<file path="src/hdl/rtc_pkg.sv">
/*
  rtc_pkg: register offsets, field positions, implemented-bit masks, timing
  constants and small bcd helpers shared by the timekeeping core.
  assumes a single 20 MHz system clock and a 32.768 kHz crystal input.
*/
`default_nettype none
package rtc_pkg;
  // system and crystal rates
  localparam int unsigned CLK_HZ = 20_000_000;
  localparam int unsigned OSC_STOP_US = 200; // no crystal edge this long means stopped
  localparam int unsigned OSC_STOP_CYC = (CLK_HZ / 1_000_000) * OSC_STOP_US;
  // prescaler: 32768 crystal ticks per second, trim applied every tenth second
  localparam logic [15:0] PRESC_LAST = 16'h7FFF;
  localparam logic [3:0] TRIM_WIN_LAST = 4'h9;
  // register offsets
  localparam logic [3:0] A_SEC = 4'h0;
  localparam logic [3:0] A_MIN = 4'h1;
  localparam logic [3:0] A_HOUR = 4'h2;
  localparam logic [3:0] A_WDAY = 4'h3;
  localparam logic [3:0] A_DATE = 4'h4;
  localparam logic [3:0] A_MON = 4'h5;
  localparam logic [3:0] A_YEAR = 4'h6;
  localparam logic [3:0] A_TRIM = 4'h7;
  localparam logic [3:0] A_WK_MIN = 4'h8;
  localparam logic [3:0] A_WK_HOUR = 4'h9;
  localparam logic [3:0] A_WK_DAYS = 4'hA;
  localparam logic [3:0] A_MO_MIN = 4'hB; // bank 1: monthly alarm day
  localparam logic [3:0] A_MO_HOUR = 4'hC; // bank 1: monthly alarm month
  localparam logic [3:0] A_RAM = 4'hD;
  localparam logic [3:0] A_CTRL1 = 4'hE;
  localparam logic [3:0] A_CTRL2 = 4'hF;
  // implemented bits of the counters
  localparam logic [7:0] M_SEC = 8'h7F;
  localparam logic [7:0] M_MIN = 8'h7F;
  localparam logic [7:0] M_HOUR = 8'hBF;
  localparam logic [7:0] M_WDAY = 8'h07;
  localparam logic [7:0] M_DATE = 8'h3F;
  localparam logic [7:0] M_MON = 8'h1F;
  // control 1 fields
  localparam int B_WK_EN = 7;
  localparam int B_MO_EN = 6;
  // control 2 fields
  localparam int B_BANK = 7;
  localparam int B_LOW_BATTERY_FLAG = 6;
  localparam int B_OSC_STOP_FLAG = 5;
  localparam int B_PON = 4;
  localparam int B_PERIODIC_EVENT_FLAG = 2;
  localparam int B_WKAF = 1;
  localparam int B_MOAF = 0;
  // hour register mode bit and alarm compare enables
  localparam int B_H24 = 7;
  localparam int B_CMP_EN = 7;
  // periodic select codes
  localparam logic [2:0] PER_2HZ = 3'h1;
  localparam logic [2:0] PER_1HZ = 3'h2;
  localparam logic [2:0] PER_SEC = 3'h3;
  localparam logic [2:0] PER_MIN = 3'h4;
  localparam logic [2:0] PER_HOUR = 3'h5;
  localparam logic [2:0] PER_MON = 3'h6;
  // serial command byte: read when this bit is set
  localparam int B_CMD_RD = 3;

  // bcd increment of a two-digit value, no wrap
  function automatic logic [7:0] bcd_inc(input logic [7:0] v);
    return (v[3:0] == 4'h9) ? {v[7:4] + 4'h1, 4'h0} : {v[7:4], v[3:0] + 4'h1};
  endfunction : bcd_inc

  // two-digit year divisible by four
  function automatic logic is_leap(input logic [7:0] y);
    return y[4] ? (y[3:0] == 4'h2 || y[3:0] == 4'h6)
                : (y[3:0] == 4'h0 || y[3:0] == 4'h4 || y[3:0] == 4'h8);
  endfunction : is_leap

  // last bcd date of a month
  function automatic logic [7:0] last_day(input logic [7:0] m, input logic [7:0] y);
    case (m[4:0])
      5'h02: return is_leap(y) ? 8'h29 : 8'h28;
      5'h04, 5'h06, 5'h09, 5'h11: return 8'h30;
      default: return 8'h31;
    endcase
  endfunction : last_day
endpackage : rtc_pkg
`default_nettype wire

</file>
<file path="src/hdl/osc_monitor.sv">
/*
  osc_monitor: brings the crystal pin into the system clock, gives one
  tick per crystal rising edge, an untrimmed copy of the crystal and a
  stopped level. assumes the crystal is far slower than i_clk.
*/
`default_nettype none
module osc_monitor
  import rtc_pkg::*;
#(
  parameter int unsigned STOP_CYC = OSC_STOP_CYC
) (
  // clock and reset
  input wire logic i_clk,
  input wire logic i_rst_b,
  // crystal pin
  input wire logic i_osc,
  // results
  output logic o_tick,
  output logic o_freq,
  output logic o_stopped
);
  // the idle counter is 16 bits wide and needs at least two steps
  if (STOP_CYC < 2 || STOP_CYC > 65535) begin : g_bad_stop_cyc
    $error("osc_monitor: STOP_CYC out of range");
  end

  typedef struct packed {
    logic meta;       // first sync stage, read only by the second
    logic sync;       // second sync stage
    logic last;       // previous synced level for edge detection
    logic tick;
    logic stopped;
    logic [15:0] idle;  // cycles since the last crystal edge
  } osc_state_t;

  osc_state_t q;
  osc_state_t n;

  // edge detect and stop watchdog
  always_comb begin
    n = q;
    n.meta = i_osc;
    n.sync = q.meta;
    n.last = q.sync;
    n.tick = q.sync & ~q.last;
    if (q.sync != q.last) begin
      n.idle = 16'h0000;
      n.stopped = 1'b0;
    end else if (q.idle == 16'(STOP_CYC - 1)) begin
      n.stopped = 1'b1;  // hold count, keep flagging until edges return
    end else begin
      n.idle = q.idle + 16'h0001;
    end
  end

  // state register
  always_ff @(posedge i_clk or negedge i_rst_b) begin
    if (!i_rst_b) begin
      q <= '0;
    end else begin
      q <= n;
    end
  end

  assign o_tick = q.tick;
  assign o_freq = q.last;  // straight crystal copy, no trim involved
  assign o_stopped = q.stopped;
endmodule : osc_monitor
`default_nettype wire

</file>
<file path="src/hdl/serial_port.sv">
/*
  serial_port: four-wire serial slave. first byte after chip enable is
  the command (address in the upper nibble, read bit), then data bytes
  with auto-increment, msb first. assumes sclk far below i_clk / 8.
*/
`default_nettype none
module serial_port
  import rtc_pkg::*;
(
  // clock and reset
  input wire logic i_clk,
  input wire logic i_rst_b,
  // pins
  input wire logic i_sclk,
  input wire logic i_si,
  input wire logic i_ce,
  output logic o_so,
  output logic o_so_oe,
  // register side
  output logic [3:0] o_addr,
  input wire logic [7:0] i_rdata,
  output logic o_wr,
  output logic [7:0] o_wdata
);
  typedef enum logic [1:0] {SP_IDLE, SP_CMD, SP_DATA} sp_phase_t;

  typedef struct packed {
    logic [2:0] meta;   // first sync stages of sclk, si, ce
    logic [2:0] sync;   // second sync stages
    logic sclk_last;
    sp_phase_t phase;
    logic rd;
    logic [2:0] bits;
    logic [7:0] rx;
    logic [7:0] tx;
    logic [3:0] addr;
    logic so;
    logic so_oe;
    logic wr;
    logic [7:0] wdata;
  } sp_state_t;

  sp_state_t q;
  sp_state_t n;
  logic rise;
  logic fall;
  logic [7:0] byte_in;

  // shift engine
  always_comb begin
    n = q;
    n.meta = {i_sclk, i_si, i_ce};
    n.sync = q.meta;
    n.sclk_last = q.sync[2];
    n.wr = 1'b0;
    rise = q.sync[2] & ~q.sclk_last;
    fall = ~q.sync[2] & q.sclk_last;
    byte_in = {q.rx[6:0], q.sync[1]};
    // a written word steps the address only after its strobe has used it
    if (q.wr) begin
      n.addr = q.addr + 4'h1;
    end
    if (!q.sync[0]) begin
      // deselected: drop the frame, release the data line
      n.phase = SP_IDLE;
      n.bits = 3'h0;
      n.so_oe = 1'b0;
      n.so = 1'b0;
    end else begin
      if (q.phase == SP_IDLE) begin
        n.phase = SP_CMD;
      end
      if (rise) begin
        n.rx = byte_in;
        n.bits = q.bits + 3'h1;
        if (q.bits == 3'h7) begin
          if (q.phase == SP_DATA) begin
            n.wr = ~q.rd;
            n.wdata = byte_in;
            if (q.rd) begin
              n.addr = q.addr + 4'h1;  // reads move on at once for the next byte
            end
          end else begin
            n.addr = byte_in[7:4];
            n.rd = byte_in[B_CMD_RD];
            n.phase = SP_DATA;
          end
        end
      end
      if (fall && q.phase == SP_DATA && q.rd) begin
        // first bit of each byte loads the word at the current address
        n.so_oe = 1'b1;
        if (q.bits == 3'h0) begin
          n.so = i_rdata[7];
          n.tx = {i_rdata[6:0], 1'b0};
        end else begin
          n.so = q.tx[7];
          n.tx = {q.tx[6:0], 1'b0};
        end
      end
    end
  end

  // state register
  always_ff @(posedge i_clk or negedge i_rst_b) begin
    if (!i_rst_b) begin
      q <= '0;
    end else begin
      q <= n;
    end
  end

  assign o_so = q.so;
  assign o_so_oe = q.so_oe;
  assign o_addr = q.addr;
  assign o_wr = q.wr;
  assign o_wdata = q.wdata;
endmodule : serial_port
`default_nettype wire

</file>
<file path="src/hdl/rtc_calendar_alarm_core.sv">
/*
  rtc_calendar_alarm_core: bcd clock and calendar, rate trim, periodic
  interrupt, weekly and monthly alarms, reliability flags, user ram,
  all reached over the four-wire serial port in two banks.
  assumes i_rst_b is the power-on reset and pins are asynchronous.
*/
`default_nettype none
module rtc_calendar_alarm_core
  import rtc_pkg::*;
#(
  parameter int unsigned STOP_CYC = OSC_STOP_CYC
) (
  // clock and power-on reset
  input wire logic i_clk,
  input wire logic i_rst_b,
  // crystal and battery comparator pins
  input wire logic i_osc,
  input wire logic i_batt_low,
  // serial bus pins
  input wire logic i_sclk,
  input wire logic i_si,
  input wire logic i_ce,
  output logic o_so,
  output logic o_so_oe,
  // open-drain interrupt, low when driven
  output logic o_int_b_out,
  output logic o_int_b_oe,
  // crystal frequency pin
  output logic o_crystal_freq_pin
);
  typedef struct packed {
    logic [7:0] sec;
    logic [7:0] min;
    logic [7:0] hour;
    logic [7:0] wday;
    logic [7:0] date;
    logic [7:0] mon;
    logic [7:0] year;
    logic [7:0] trim;
    logic [7:0] wk_min;
    logic [7:0] wk_hour;
    logic [7:0] wk_days;
    logic [7:0] mo_min;
    logic [7:0] mo_hour;
    logic [7:0] mo_day;
    logic [7:0] mo_mon;
    logic [7:0] ram;
    logic [7:0] ctl1;
    logic bank;
    logic low_battery_flag;
    logic osc_stop_flag;
    logic power_on_flag;
    logic periodic_event_flag;
    logic wkaf;
    logic moaf;
    logic [15:0] presc;   // crystal ticks within the current second
    logic [3:0] win;      // second within the ten-second trim window
    logic bat_meta;       // first battery sync stage
    logic bat_sync;
    logic [3:0] evt;      // {month, hour, minute, second} rolled last cycle
    logic int_oe;
  } core_state_t;

  core_state_t q;
  core_state_t n;

  // helper wires
  logic osc_tick;
  logic osc_freq;
  logic osc_stopped;
  logic [3:0] bus_addr;
  logic [7:0] bus_rdata;
  logic bus_wr;
  logic [7:0] bus_wdata;
  logic [15:0] term;      // last prescaler count of this second
  logic sec_evt;
  logic e_min;
  logic e_hour;
  logic e_day;
  logic e_mon;
  logic e_year;
  logic [7:0] h_inc;
  logic [2:0] per;
  logic pulse_mode;
  logic per_hit;
  logic wk_hit;
  logic mo_hit;
  logic [7:0] ctl2_rd;

  // crystal synchroniser, watchdog and untrimmed copy
  osc_monitor #(
    .STOP_CYC(STOP_CYC)
  ) u_osc (
    .i_clk(i_clk),
    .i_rst_b(i_rst_b),
    .i_osc(i_osc),
    .o_tick(osc_tick),
    .o_freq(osc_freq),
    .o_stopped(osc_stopped)
  );

  // host serial slave
  serial_port u_port (
    .i_clk(i_clk),
    .i_rst_b(i_rst_b),
    .i_sclk(i_sclk),
    .i_si(i_si),
    .i_ce(i_ce),
    .o_so(o_so),
    .o_so_oe(o_so_oe),
    .o_addr(bus_addr),
    .i_rdata(bus_rdata),
    .o_wr(bus_wr),
    .o_wdata(bus_wdata)
  );

  // read mux, bank selects the lower registers
  always_comb begin
    ctl2_rd = {q.bank, q.low_battery_flag, q.osc_stop_flag, q.power_on_flag, 1'b0, q.periodic_event_flag, q.wkaf, q.moaf};
    bus_rdata = 8'h00;  // stamps and reserved words read zero
    if (bus_addr == A_TRIM) begin
      bus_rdata = q.trim;
    end else if (bus_addr == A_RAM) begin
      bus_rdata = q.ram;
    end else if (bus_addr == A_CTRL1) begin
      bus_rdata = q.ctl1;
    end else if (bus_addr == A_CTRL2) begin
      bus_rdata = ctl2_rd;
    end else if (q.bank) begin
      if (bus_addr == A_MO_MIN) begin
        bus_rdata = q.mo_day;
      end else if (bus_addr == A_MO_HOUR) begin
        bus_rdata = q.mo_mon;
      end
    end else if (bus_addr == A_SEC) begin
      bus_rdata = q.sec;
    end else if (bus_addr == A_MIN) begin
      bus_rdata = q.min;
    end else if (bus_addr == A_HOUR) begin
      bus_rdata = q.hour;
    end else if (bus_addr == A_WDAY) begin
      bus_rdata = q.wday;
    end else if (bus_addr == A_DATE) begin
      bus_rdata = q.date;
    end else if (bus_addr == A_MON) begin
      bus_rdata = q.mon;
    end else if (bus_addr == A_YEAR) begin
      bus_rdata = q.year;
    end else if (bus_addr == A_WK_MIN) begin
      bus_rdata = q.wk_min;
    end else if (bus_addr == A_WK_HOUR) begin
      bus_rdata = q.wk_hour;
    end else if (bus_addr == A_WK_DAYS) begin
      bus_rdata = q.wk_days;
    end else if (bus_addr == A_MO_MIN) begin
      bus_rdata = q.mo_min;
    end else if (bus_addr == A_MO_HOUR) begin
      bus_rdata = q.mo_hour;
    end
  end

  // timekeeping, flags, alarms and host writes
  always_comb begin
    n = q;
    e_min = 1'b0;
    e_hour = 1'b0;
    e_day = 1'b0;
    e_mon = 1'b0;
    e_year = 1'b0;
    h_inc = bcd_inc({2'b00, q.hour[5:0]});
    per = q.ctl1[2:0];
    pulse_mode = (per == PER_2HZ) || (per == PER_1HZ);
    n.bat_meta = i_batt_low;
    n.bat_sync = q.bat_meta;
    n.evt = 4'h0;

    // host flag clears first so a same-cycle hardware set wins
    if (bus_wr && bus_addr == A_CTRL2) begin
      n.bank = bus_wdata[B_BANK];
      if (!bus_wdata[B_LOW_BATTERY_FLAG]) n.low_battery_flag = 1'b0;
      if (!bus_wdata[B_OSC_STOP_FLAG]) n.osc_stop_flag = 1'b0;
      if (!bus_wdata[B_PON]) n.power_on_flag = 1'b0;
      if (!bus_wdata[B_PERIODIC_EVENT_FLAG]) n.periodic_event_flag = 1'b0;
      if (!bus_wdata[B_WKAF]) n.wkaf = 1'b0;
      if (!bus_wdata[B_MOAF]) n.moaf = 1'b0;
    end

    // the tenth second of each window is stretched or shortened by the trim
    if (q.win == TRIM_WIN_LAST) begin
      term = PRESC_LAST - {{9{q.trim[6]}}, q.trim[6:0]};
    end else begin
      term = PRESC_LAST;
    end
    sec_evt = osc_tick && (q.presc >= term);
    if (osc_tick) begin
      n.presc = sec_evt ? 16'h0000 : q.presc + 16'h0001;
    end

    // calendar cascade, one step per second
    if (sec_evt) begin
      n.win = (q.win == TRIM_WIN_LAST) ? 4'h0 : q.win + 4'h1;
      // comparator sampled once a second only, for low battery drain
      if (q.bat_sync) n.low_battery_flag = 1'b1;
      e_min = (q.sec == 8'h59);
      n.sec = e_min ? 8'h00 : bcd_inc(q.sec);
      if (e_min) begin
        e_hour = (q.min == 8'h59);
        n.min = e_hour ? 8'h00 : bcd_inc(q.min);
      end
      if (e_hour) begin
        if (q.hour[B_H24]) begin
          e_day = (q.hour[5:0] == 6'h23);
          n.hour = {2'b10, e_day ? 6'h00 : h_inc[5:0]};
        end else if (q.hour[4:0] == 5'h12) begin
          n.hour = {2'b00, q.hour[5], 5'h01};
        end else if (q.hour[4:0] == 5'h11) begin
          // 11 pm to 12 am ends the day, bit 5 is the pm marker
          e_day = q.hour[5];
          n.hour = {2'b00, ~q.hour[5], 5'h12};
        end else begin
          n.hour = {2'b00, q.hour[5], h_inc[4:0]};
        end
      end
      if (e_day) begin
        n.wday = (q.wday[2:0] == 3'h6) ? 8'h00 : q.wday + 8'h01;
        e_mon = (q.date == last_day(q.mon, q.year));
        n.date = e_mon ? 8'h01 : bcd_inc(q.date);
      end
      if (e_mon) begin
        e_year = (q.mon == 8'h12);
        n.mon = e_year ? 8'h01 : bcd_inc(q.mon);
      end
      if (e_year) begin
        // no century rule: 00 after 99 is treated as leap as well
        n.year = (q.year == 8'h99) ? 8'h00 : bcd_inc(q.year);
      end
      n.evt = {e_mon, e_hour, e_min, 1'b1};
    end

    // oscillator watchdog
    if (osc_stopped) n.osc_stop_flag = 1'b1;

    // alarms compare one cycle after the minute rolled, on updated time
    wk_hit = (q.min == q.wk_min) && (q.hour[5:0] == q.wk_hour[5:0])
           && q.wk_days[q.wday[2:0]];
    mo_hit = (q.min == q.mo_min) && (q.hour[5:0] == q.mo_hour[5:0])
           && (!q.mo_day[B_CMP_EN] || q.date[5:0] == q.mo_day[5:0])
           && (!q.mo_mon[B_CMP_EN] || q.mon[4:0] == q.mo_mon[4:0]);
    if (q.evt[1] && wk_hit) n.wkaf = 1'b1;
    if (q.evt[1] && mo_hit) n.moaf = 1'b1;

    // periodic: pulse modes follow the prescaler, level modes latch
    case (per)
      PER_SEC: per_hit = q.evt[0];
      PER_MIN: per_hit = q.evt[1];
      PER_HOUR: per_hit = q.evt[2];
      PER_MON: per_hit = q.evt[3];
      default: per_hit = 1'b0;
    endcase
    if (per == PER_2HZ) begin
      n.periodic_event_flag = ~q.presc[13];
    end else if (per == PER_1HZ) begin
      n.periodic_event_flag = ~q.presc[14];
    end else if (per_hit) begin
      n.periodic_event_flag = 1'b1;
    end else if (pulse_mode == 1'b0 && q.periodic_event_flag && n.periodic_event_flag == 1'b0) begin
      n.periodic_event_flag = 1'b0;  // host cleared the latched event
    end

    // host data writes override counting; masked bits stay zero
    if (bus_wr) begin
      if (bus_addr == A_TRIM) begin
        n.trim = bus_wdata;
      end else if (bus_addr == A_RAM) begin
        n.ram = bus_wdata;
      end else if (bus_addr == A_CTRL1) begin
        n.ctl1 = bus_wdata;
        if (bus_wdata[2:0] != per) n.periodic_event_flag = 1'b0;  // new rate starts idle
      end else if (bus_addr == A_CTRL2) begin
        n.bank = bus_wdata[B_BANK];
      end else if (q.bank) begin
        if (bus_addr == A_MO_MIN) begin
          n.mo_day = bus_wdata;
        end else if (bus_addr == A_MO_HOUR) begin
          n.mo_mon = bus_wdata;
        end
      end else if (bus_addr == A_SEC) begin
        n.sec = bus_wdata & M_SEC;
        n.presc = 16'h0000;
      end else if (bus_addr == A_MIN) begin
        n.min = bus_wdata & M_MIN;
      end else if (bus_addr == A_HOUR) begin
        n.hour = bus_wdata & M_HOUR;
      end else if (bus_addr == A_WDAY) begin
        n.wday = bus_wdata & M_WDAY;
      end else if (bus_addr == A_DATE) begin
        n.date = bus_wdata & M_DATE;
      end else if (bus_addr == A_MON) begin
        n.mon = bus_wdata & M_MON;
      end else if (bus_addr == A_YEAR) begin
        n.year = bus_wdata;
      end else if (bus_addr == A_WK_MIN) begin
        n.wk_min = bus_wdata;
      end else if (bus_addr == A_WK_HOUR) begin
        n.wk_hour = bus_wdata;
      end else if (bus_addr == A_WK_DAYS) begin
        n.wk_days = bus_wdata;
      end else if (bus_addr == A_MO_MIN) begin
        n.mo_min = bus_wdata;
      end else if (bus_addr == A_MO_HOUR) begin
        n.mo_hour = bus_wdata;
      end
    end

    // interrupt pin: alarms only through their enables, periodic flag in every mode from 1 to 6
    n.int_oe = (q.wkaf && q.ctl1[B_WK_EN])
             || (q.moaf && q.ctl1[B_MO_EN])
             || (q.periodic_event_flag && (pulse_mode || per_hit || per != 3'h0 && per != 3'h7));
  end

  // state register; the three reliability flags come up set
  always_ff @(posedge i_clk or negedge i_rst_b) begin
    if (!i_rst_b) begin
      q <= '0;
      q.power_on_flag <= 1'b1;
      q.osc_stop_flag <= 1'b1;
      q.low_battery_flag <= 1'b1;
    end else begin
      q <= n;
    end
  end

  // pin outputs
  always_ff @(posedge i_clk or negedge i_rst_b) begin
    if (!i_rst_b) begin
      o_crystal_freq_pin <= 1'b0;
      o_int_b_out <= 1'b0;
    end else begin
      o_crystal_freq_pin <= osc_freq;
      o_int_b_out <= 1'b0;  // open drain: only ever pulls low
    end
  end

  assign o_int_b_oe = q.int_oe;
endmodule : rtc_calendar_alarm_core
`default_nettype wire

</file>
<file path="config.mk">
export PLATFORM = sky130hd
export DESIGN_NAME = rtc_calendar_alarm_core
export DESIGN_NICKNAME = d
export VERILOG_FILES = /design/src/hdl/rtc_pkg.sv /design/src/hdl/osc_monitor.sv /design/src/hdl/serial_port.sv /design/src/hdl/rtc_calendar_alarm_core.sv
export SDC_FILE = /design/constraint.sdc
export NUM_CORES = 1
export LEC_CHECK = 0
export ABC_AREA = 0
export BUFFER_PORTS_ARGS = -buffer_cell sky130_fd_sc_hd__buf_2
export CORE_ASPECT_RATIO = 0.8
export CORE_MARGIN = 2
export CORE_UTILIZATION = 52
export CTS_CLUSTER_DIAMETER = 100
export DETAILED_ROUTE_END_ITERATION = 8
export PLACE_DENSITY = 0.68
export SKIP_LAST_GASP = 1
export SYNTH_ARGS = -nofsm -noshare
export SYNTH_HDL_FRONTEND = slang
export SYNTH_SLANG_ARGS = --single-unit
</file>
<file path="constraint.sdc">
create_clock -name i_clk -period 4.57 [get_ports i_clk]
set_input_delay 0.914 -clock i_clk [delete_from_list [all_inputs] [get_ports i_clk]]
set_output_delay 0.914 -clock i_clk [all_outputs]
set_load 0.03 [all_outputs]
</file>
Word level (Yosys, flattened, before mapping)
Index checks and enable logic that the tools add are counted.
{"block": "op_classes", "addsub": 19, "magnitude_cmp": 2, "eq_ne": 64, "n_mux": 166, "n_bitwise": 30, "reduce_logical": 57}
{"cell": "$mux W56", "n": 9}
{"cell": "$mux W8", "n": 58}
{"cell": "$mux W40", "n": 9}
{"cell": "$mux W16", "n": 15}
{"cell": "$mux W137", "n": 1}
{"cell": "$mux W73", "n": 1}
{"cell": "$eq A4 B4 Y1 const B", "n": 16}
{"cell": "$mux W32", "n": 2}
{"cell": "$add A4 B1 Y4 const B", "n": 13}
{"cell": "$mux W24", "n": 2}
{"cell": "$mux W48", "n": 1}
{"cell": "$mux W9", "n": 5}
{"cell": "$mux W1", "n": 38}
{"cell": "$add A16 B1 Y16 const B", "n": 2}
{"cell": "$mux W4", "n": 8}
{"cell": "$not A1 Y1", "n": 27}
{"cell": "$eq A4 B3 Y1 const B", "n": 6}
{"cell": "$eq A8 B8 Y1", "n": 3}
{"cell": "$mux W6", "n": 4}
{"cell": "$eq A6 B6 Y1", "n": 3}
{"cell": "$reduce_and A18 Y1", "n": 1}
{"cell": "$logic_and A1 B1 Y1", "n": 17}
{"cell": "$mux W17", "n": 1}
{"cell": "$reduce_and A17 Y1", "n": 1}
{"cell": "51 further kinds", "n": 95}
{"block": "totals", "regBits": 236, "in_bits": 7, "output_inout_bits": 5, "wordCells": 388}

Depth between registers and ports, before layout
Gate-level depths: netlist of run 1.
{"block": "logic_depth", "depth_word": 29, "mapped_depth": 13, "ltp_nobuf": 12}

Cells and area by module
From an unflattened synthesis of run 1, not the netlist that was laid out.
{"block": "unflattened", "hier_cells": 1375, "hier_area_um2": 13434.1}
{"mod": "rtc_calendar_alarm_core", "instances": 1, "cells_each": 1130, "area_per_inst_um2": 10547.6, "seq_area_each_um2": 4282.9}
{"mod": "serial_port", "instances": 1, "cells_each": 150, "area_per_inst_um2": 1856.8, "seq_area_each_um2": 1051.0}
{"mod": "osc_monitor", "instances": 1, "cells_each": 95, "area_per_inst_um2": 1029.7, "seq_area_each_um2": 525.5}

Worst setup path before layout of run 1
No wires, ideal clock.
{"block": "synth_timing", "path_type": "reg2reg", "from": "reg q[9] (netlist bit)", "to": "reg q[161] (netlist bit)", "setup_ns": 0.079, "arrival_time_ns": 3.050, "t_required_ns": 4.491, "path_slack_ns": 1.441, "path_stages_with_launch": 12, "n_path_buf": 1, "period_less_slack_ns": 3.129, "cell_sequence": "dfrtp_1 -> and4bb_1 -> and2_1 -> inv_1 -> ha_1 -> a211oi_1 -> nand2_1 -> a221oi_1 -> buf_4 -> nor3_1 -> nand4_1 -> mux2i_1"}
{"element": "start, declared", "line_no": "rtc_calendar_alarm_core.sv:64", "rtl": "core_state_t q;"}
{"element": "start signal, assigned", "line_no": "rtc_calendar_alarm_core.sv:329", "rtl": "q <= n;"}

==> impl_metrics.yaml, run 1 <==
timing:
  hold_violations: 0
  finalCriticalPeriod_ns: 3.61
  fmax_mhz: 277
  rsz0062_at_grt: "no"
  slew_headroom_pct: 12.8
  fin_ws_ns: 0.958
  fin_skew_ns: 0.0205
  finalSetupViolCount: 0
  finalMaxSlewViolations: 0
  finalSetupTns_ns: 0
  tightest_slew_ns: 1.30
  period_share_pct: 79.0
clock_network:
  cts_tree: "yes"
  clk_latency_ns: 0.54
  clk_path_buf_depth: 3
  cts_buffers: 25
  postCtsSetupBuffers: 0
  cts_hold_buf: 0
  clock-root-buffer: "clkbuf_16"
  cts.repair.resized: 0
  clk_pin_slew_worst_paths_ns: 0.07
  ctsHtreeMaxLevel: 1
  cts_sinks: 234
route:
  drt_wl_total_um: 38400
  wire_per_inst_um: 22.0
  first_pass_iters: 6
  drc_errors: 0
  via_count: 11200
  drt-initial-drc-count: 1341
  avgViaCountPerCell: 6.44
  ant_nets: 0
floorplanning:
  num_rows: 52
  core_um2: 25400
  initial_utilization_pct: 53.2
  ios: 12
  dieArea_um2: 27300
  die_height_um: 148
  die_x_um: 184
yosys:
  synth_top_area_cell: "dfrtp_1"
  ys_ff_latch: 234
  avgSynthCellArea_um2: 9.64
  synth_top_area_share_pct: 42.8
  synth_most_common_cell: "dfrtp_1"
  synthTopCellsByCount: "dfrtp_1, nand2_1, nor2_1"
  ys_types: 85
  yosys_warnings: 0
  postSynth.asyncResetShare_pct: 100
  netlist_area_um2: 13500
  synthFlopType: "dfrtp_1"
  synth-edff-count: 0
  synthesis.nets: 1444
  synthTopCellsByArea: "dfrtp_1, mux2_2, xnor2_1"
  syn_inst: 1403
  ys_seq_area_share_pct: 43.3
cells_and_area:
  nNetsFinal: 1415
  nFillCells: 2195
  diodes: 0
  drive_gt1_share_pct: 14.9
  area_growth_pct: 9.11
setup_path:
  rrSetupSlack_ns: 0.96
  crit_start: "q[8]$_DFFE_PN0N_"
  r2r-start: "q[8]$_DFFE_PN0N_"
  setup.worst_path.end_class: "flip-flop"
  crit_required_ns: 5.02
  worstPathArrival_ns: 4.06
  crit_fanout: 8
  critPathKind: "flip-flop to flip-flop"
  startpoint_type: "flip-flop"
grt:
  antenna_found_initial: 0
  grt_usage_pct: 28.7
  grt_start_max_net_pins: 117
  grt_pass1_vias: 10500
  grt_overflow: 0
  grt_pass1_wl_um: 60700
placement:
  place_ws_ns: 1.07
  gp_congestion: 1.05
  io_buffer_count: 10
  hpwl_um: 27200
power:
  irDropWorstVdd_mv: 0.315
  power_leakage_nw: 6.59
  p_per_area_nw_per_um2: 312
outcome:
  status: "finished, final reports clean"
worst_hold_path:
  hp-start: "u_port.n[40]$_DFF_PN0_"
  min_path_type: "flip-flop to flip-flop"
flow_run:
  max_cap_viol_count: 0
-- area by class of cell --
type	count	area [um^2]	share of cell area, %
multi-input combinational	1042	7150	48.5
sequential	234	5860	39.7
clock buffer	32	672	4.55
tap	351	439	2.98
timing repair buffer	34	253	1.71
clock inverter	14	236	1.60
inverter	37	139	0.941
-- placed cells by master, fill, tap and decap left out, drive strengths merged, types with 11 or more instances in the layout --
cell type	count
a221oi	15
dfrtp	231
a21oi	67
xor2	20
nor3	28
nand4	30
nor2b	14
nor4	17
o211ai	11
xnor2	58
nor2	111
or3	14
nand3	50
and3	21
a22oi	21
nand2	131
nand3b	13
mux2	96
nand2b	13
inv	39
and2	26
ha	34
clkbuf	32
o21ai	74
buf	34
a31oi	19
mux2i	18
-- path summary, 6_finish.rpt --
| kind | depth (start not counted) | end |
|---|---|---|
| setup / recovery | 11 | q[143]$_DFF_PN0_ |
| hold / removal | 0 | u_port.n[37]$_DFF_PN0_ |
| setup reg to reg | 11 | q[143]$_DFF_PN0_ |
| hold reg to reg | 0 | u_port.n[37]$_DFF_PN0_ |
| max in group asynchronous | 2 | q[119]$_DFF_PN0_ |
| min in group asynchronous | 1 | u_port.n[40]$_DFF_PN0_ |
-- per-layer routing --
metal  wire [um]  global-route usage (%)
met1       17400                    44.4
met2       15500                    39.2
met3        4180                    6.66
met4        1370                    9.20
met5           0                       0
-- through the flow --
step / total power (W) / instances / area, um^2 / utilization (%) / hold slack [ns]
2_1_floorplan: 0.00230 / 1403 / 13500 / - / 0.331
3_3_place_gp: 0.00237 / 1698 / 13800 / 54.4 / 0.332
3_5_place_dp: 0.00238 / 1698 / 13800 / 54.4 / 0.335
4_1_cts: 0.00464 / 1744 / 14800 / 58.0 / 0.348
5_1_grt: 0.00475 / 1744 / 14800 / 58.0 / 0.356
6_report: 0.00461 / 1744 / 14800 / 58.0 / 0.347
-- report_power, final --
group | internal (W) | switching (W) | total (W)
Sequential | 0.00213 | 0.0000549 | 0.00218
Clock | 0.00138 | 0.000880 | 0.00226
Combinational | 0.0000637 | 0.0000954 | 0.000159
Total | 0.00358 | 0.00103 | 0.00461
-- sequential cells by signal, indices dropped and copies added (netlist names), 2 cells and up --
register        flops
u_port.o_wdata      8
per                 3
q                 158
u_osc.n             2
u_osc.q            16
u_port.byte_in      8
u_port.o_addr       4
ctl2_rd             7
u_port.q           15
u_port.n            4
-- kinds of logic (layout without fill, tap and decap cells) --
| family | Yosys count | after routing | synth area share, % |
|---|---|---|---|
| xor+xnor | 78 | 78 | 5.05 |
| fa+ha+maj | 34 | 34 | 3.15 |
| compound gates | 303 | 303 | 14.8 |
| mux | 116 | 116 | 9.66 |
| buf+inv | 127 | 117 | 3.80 |
| other cells | 1 | 1 | 0.0277 |
| simple gates | 510 | 510 | 20.2 |
| flops | 234 | 234 | 43.3 |
-- critical path, cell delays in order, from the launching register on --
cell and delay [ns]:
dfrtp_1 0.44, and4bb_1 0.40, and2_1 0.24, inv_1 0.06, ha_1 0.31, nand3_1 0.07, nor3_1 0.20, a211o_1 0.30
nand2_1 0.41, nor4_1 0.74, nand4b_1 0.18, a21oi_1 0.17
(Power assumes the default switching activity.)
==> run 2, diff against run 1 <==
PLACE_DENSITY = 0.7   (was 0.68)
clock period = 3.11 ns   (was 4.57 ns; I/O delays follow)
==> run 2 against run 1 <==
Global-route usage is 2.8 points higher; clock skew is 0.012 ns lower; die area stayed put; critical path type unchanged.
==> impl_metrics.yaml, run 2 (synthesis results as in run 1) <==
cells_and_area:
  largest_register_ffs: 158
  nFillCells: 2119
  diodes: 0
  final_common_cell: "dfrtp_1"
  drive_gt1_share_pct: 20.1
  design_area_um2: 15500
  area_growth_pct: 14.4
  fin_cells: 1826
  final_cell_mix: "dfrtp_1, nand2_1, nor2_1"
  largest_register: "q"
  nNetsFinal: 1497
  top_regs: "q (158), u_osc.q (16), u_port.q (15)"
route:
  first_pass_iters: 7
  avgViaCountPerCell: 6.33
  drt_wl_total_um: 42000
  via_count: 11600
  drt-initial-drc-count: 1001
  ant_nets: 0
  drc_errors: 0
  wire_per_inst_um: 23.0
setup_path:
  slowest_stage: "or4b_2"
  cpPeakStageDelay_ns: 0.64
  crit_fanout: 8
  path_common_cell: "and2_1"
  crit_required_ns: 3.57
  cp_cell_sequence: "and4bb_4 -> and2_1 -> inv_1 -> ha_1 -> nand3_1 -> nor3_2 -> a211o_1 -> and2_1 -> nand2_2 -> or4b_2 -> a31oi_1"
  setup.worst_path.end_class: "flip-flop"
  critPathKind: "flip-flop to flip-flop"
  worstPathArrival_ns: 3.42
  startpoint_type: "flip-flop"
floorplanning:
  ios: 12
  core_um2: 25400
  initial_utilization_pct: 53.2
  die_height_um: 148
  die_x_um: 184
  num_rows: 52
  dieArea_um2: 27300
clock_network:
  clk_path_buf_depth: 3
  cts_tree: "yes"
  cts_buffers: 25
  cts_sinks: 234
  clock-root-buffer: "clkbuf_16"
  ctsHtreeMaxLevel: 1
  clk_pin_slew_worst_paths_ns: 0.06
  cts_hold_buf: 0
  clk_latency_ns: 0.54
grt:
  grt_pass1_vias: 11100
  grt_overflow: 0
  grt_pass1_wl_um: 65300
  grt_usage_pct: 31.4
  antenna_found_initial: 0
  grt_start_max_net_pins: 73
timing:
  hold_violations: 0
  slew_headroom_pct: 29.3
  finalCriticalPeriod_ns: 2.96
  finalMaxSlewViolations: 0
  tightest_slew_ns: 1.06
  fin_skew_ns: 0.00797
  period_share_pct: 95.2
  fmax_mhz: 338
  finalSetupViolCount: 0
  finalSetupTns_ns: 0
placement:
  hpwl_um: 30200
  place_inst: 1778
  dpl-instance-area_um2: 14500
  gp_congestion: 0.994
  io_buffer_count: 10
power:
  irDropWorstVdd_mv: 0.442
  power_leakage_nw: 7.06
  p_per_area_nw_per_um2: 446
  p_total_w: 0.00690
worst_hold_path:
  min_path_type: "input pin to async pin"
flow_run:
  max_cap_viol_count: 0
outcome:
  status: "finished, final reports clean"
-- run 2: cell types whose count changed in the layout (fill, tap and decap cells not counted), sizes merged --
cell,delta
clkinv,-2
clkbuf,+1
buf,+82
clkinvlp,+1
bufinv,+1
inv,-1
-- run 2: worst paths after layout --
path                                        start                          end  slack (ns)  cells past startpoint
hold reg to reg            u_port.n[39]$_DFF_PN0_  u_port.byte_in[0]$_DFF_PN0_        0.35                      0
hold / removal                            i_rst_b       u_port.n[40]$_DFF_PN0_        0.02                      1
max in group asynchronous                 i_rst_b            q[54]$_DFFE_PN0P_        2.27                      2
min in group i_clk                     i_batt_low               n[5]$_DFF_PN0_        0.18                      1
setup / recovery                 q[9]$_DFFE_PN0N_             q[165]$_DFF_PN0_        0.15                     11
setup reg to reg                 q[9]$_DFFE_PN0N_             q[165]$_DFF_PN0_        0.15                     11
-- run 2: worst max-delay path: cells and delay by family (launching register included) --
| kind | cells | cell delay (ns) |
|---|---|---|
| AOI/OAI and AO/OA | 2 | 0.40 |
| adders and majority gates | 1 | 0.31 |
| buffers and inverters | 1 | 0.04 |
| DFF | 1 | 0.43 |
| and+or+nand+nor | 7 | 1.69 |
-- run 2: area by class of cell --
class / count / area, um^2 / area share (%)
multi-input cells: 1042 / 7180 / 46.4
flip-flops and latches: 234 / 5860 / 37.9
repair buffers: 116 / 906 / 5.85
clock buffers: 33 / 696 / 4.50
well taps: 351 / 439 / 2.84
clock inverters: 13 / 255 / 1.65
inverters: 37 / 139 / 0.897
-- run 2: report_power, final --
group	internal [W]	switching, W	total, W
registers	0.00313	0.0000862	0.00321
logic	0.0000983	0.000143	0.000241
clock network	0.00216	0.00129	0.00345
-- run 2: metrics by stage --
step / utilization [%] / worst slack [ns] / hold slack (ns)
2_1_floorplan: - / 0.215 / 0.326
3_3_place_gp: 56.9 / 0.162 / 0.331
3_5_place_dp: 56.9 / 0.0410 / 0.335
4_1_cts: 60.7 / 0.0184 / 0.0510
5_1_grt: 60.8 / -0.00430 / 0.0551
6_report: 60.8 / 0.149 / 0.0150
-- run 2: timing repair --
item,4_1_cts,5_1_grt
pin swaps,1,2
setup endpoints to repair,2,54
hold endpoints to repair,0,0
setup buffers,1,1
gates resized for setup,1,7
-- run 2: per-layer routing --
layer  vias up  GRT usage, %  share of wire, %
li1       5205             -                 -
met1      5729          46.8                45
met2       520          44.1                42
met3        98          8.79                10
met4         0          10.2               3.6
met5         -             0                 0
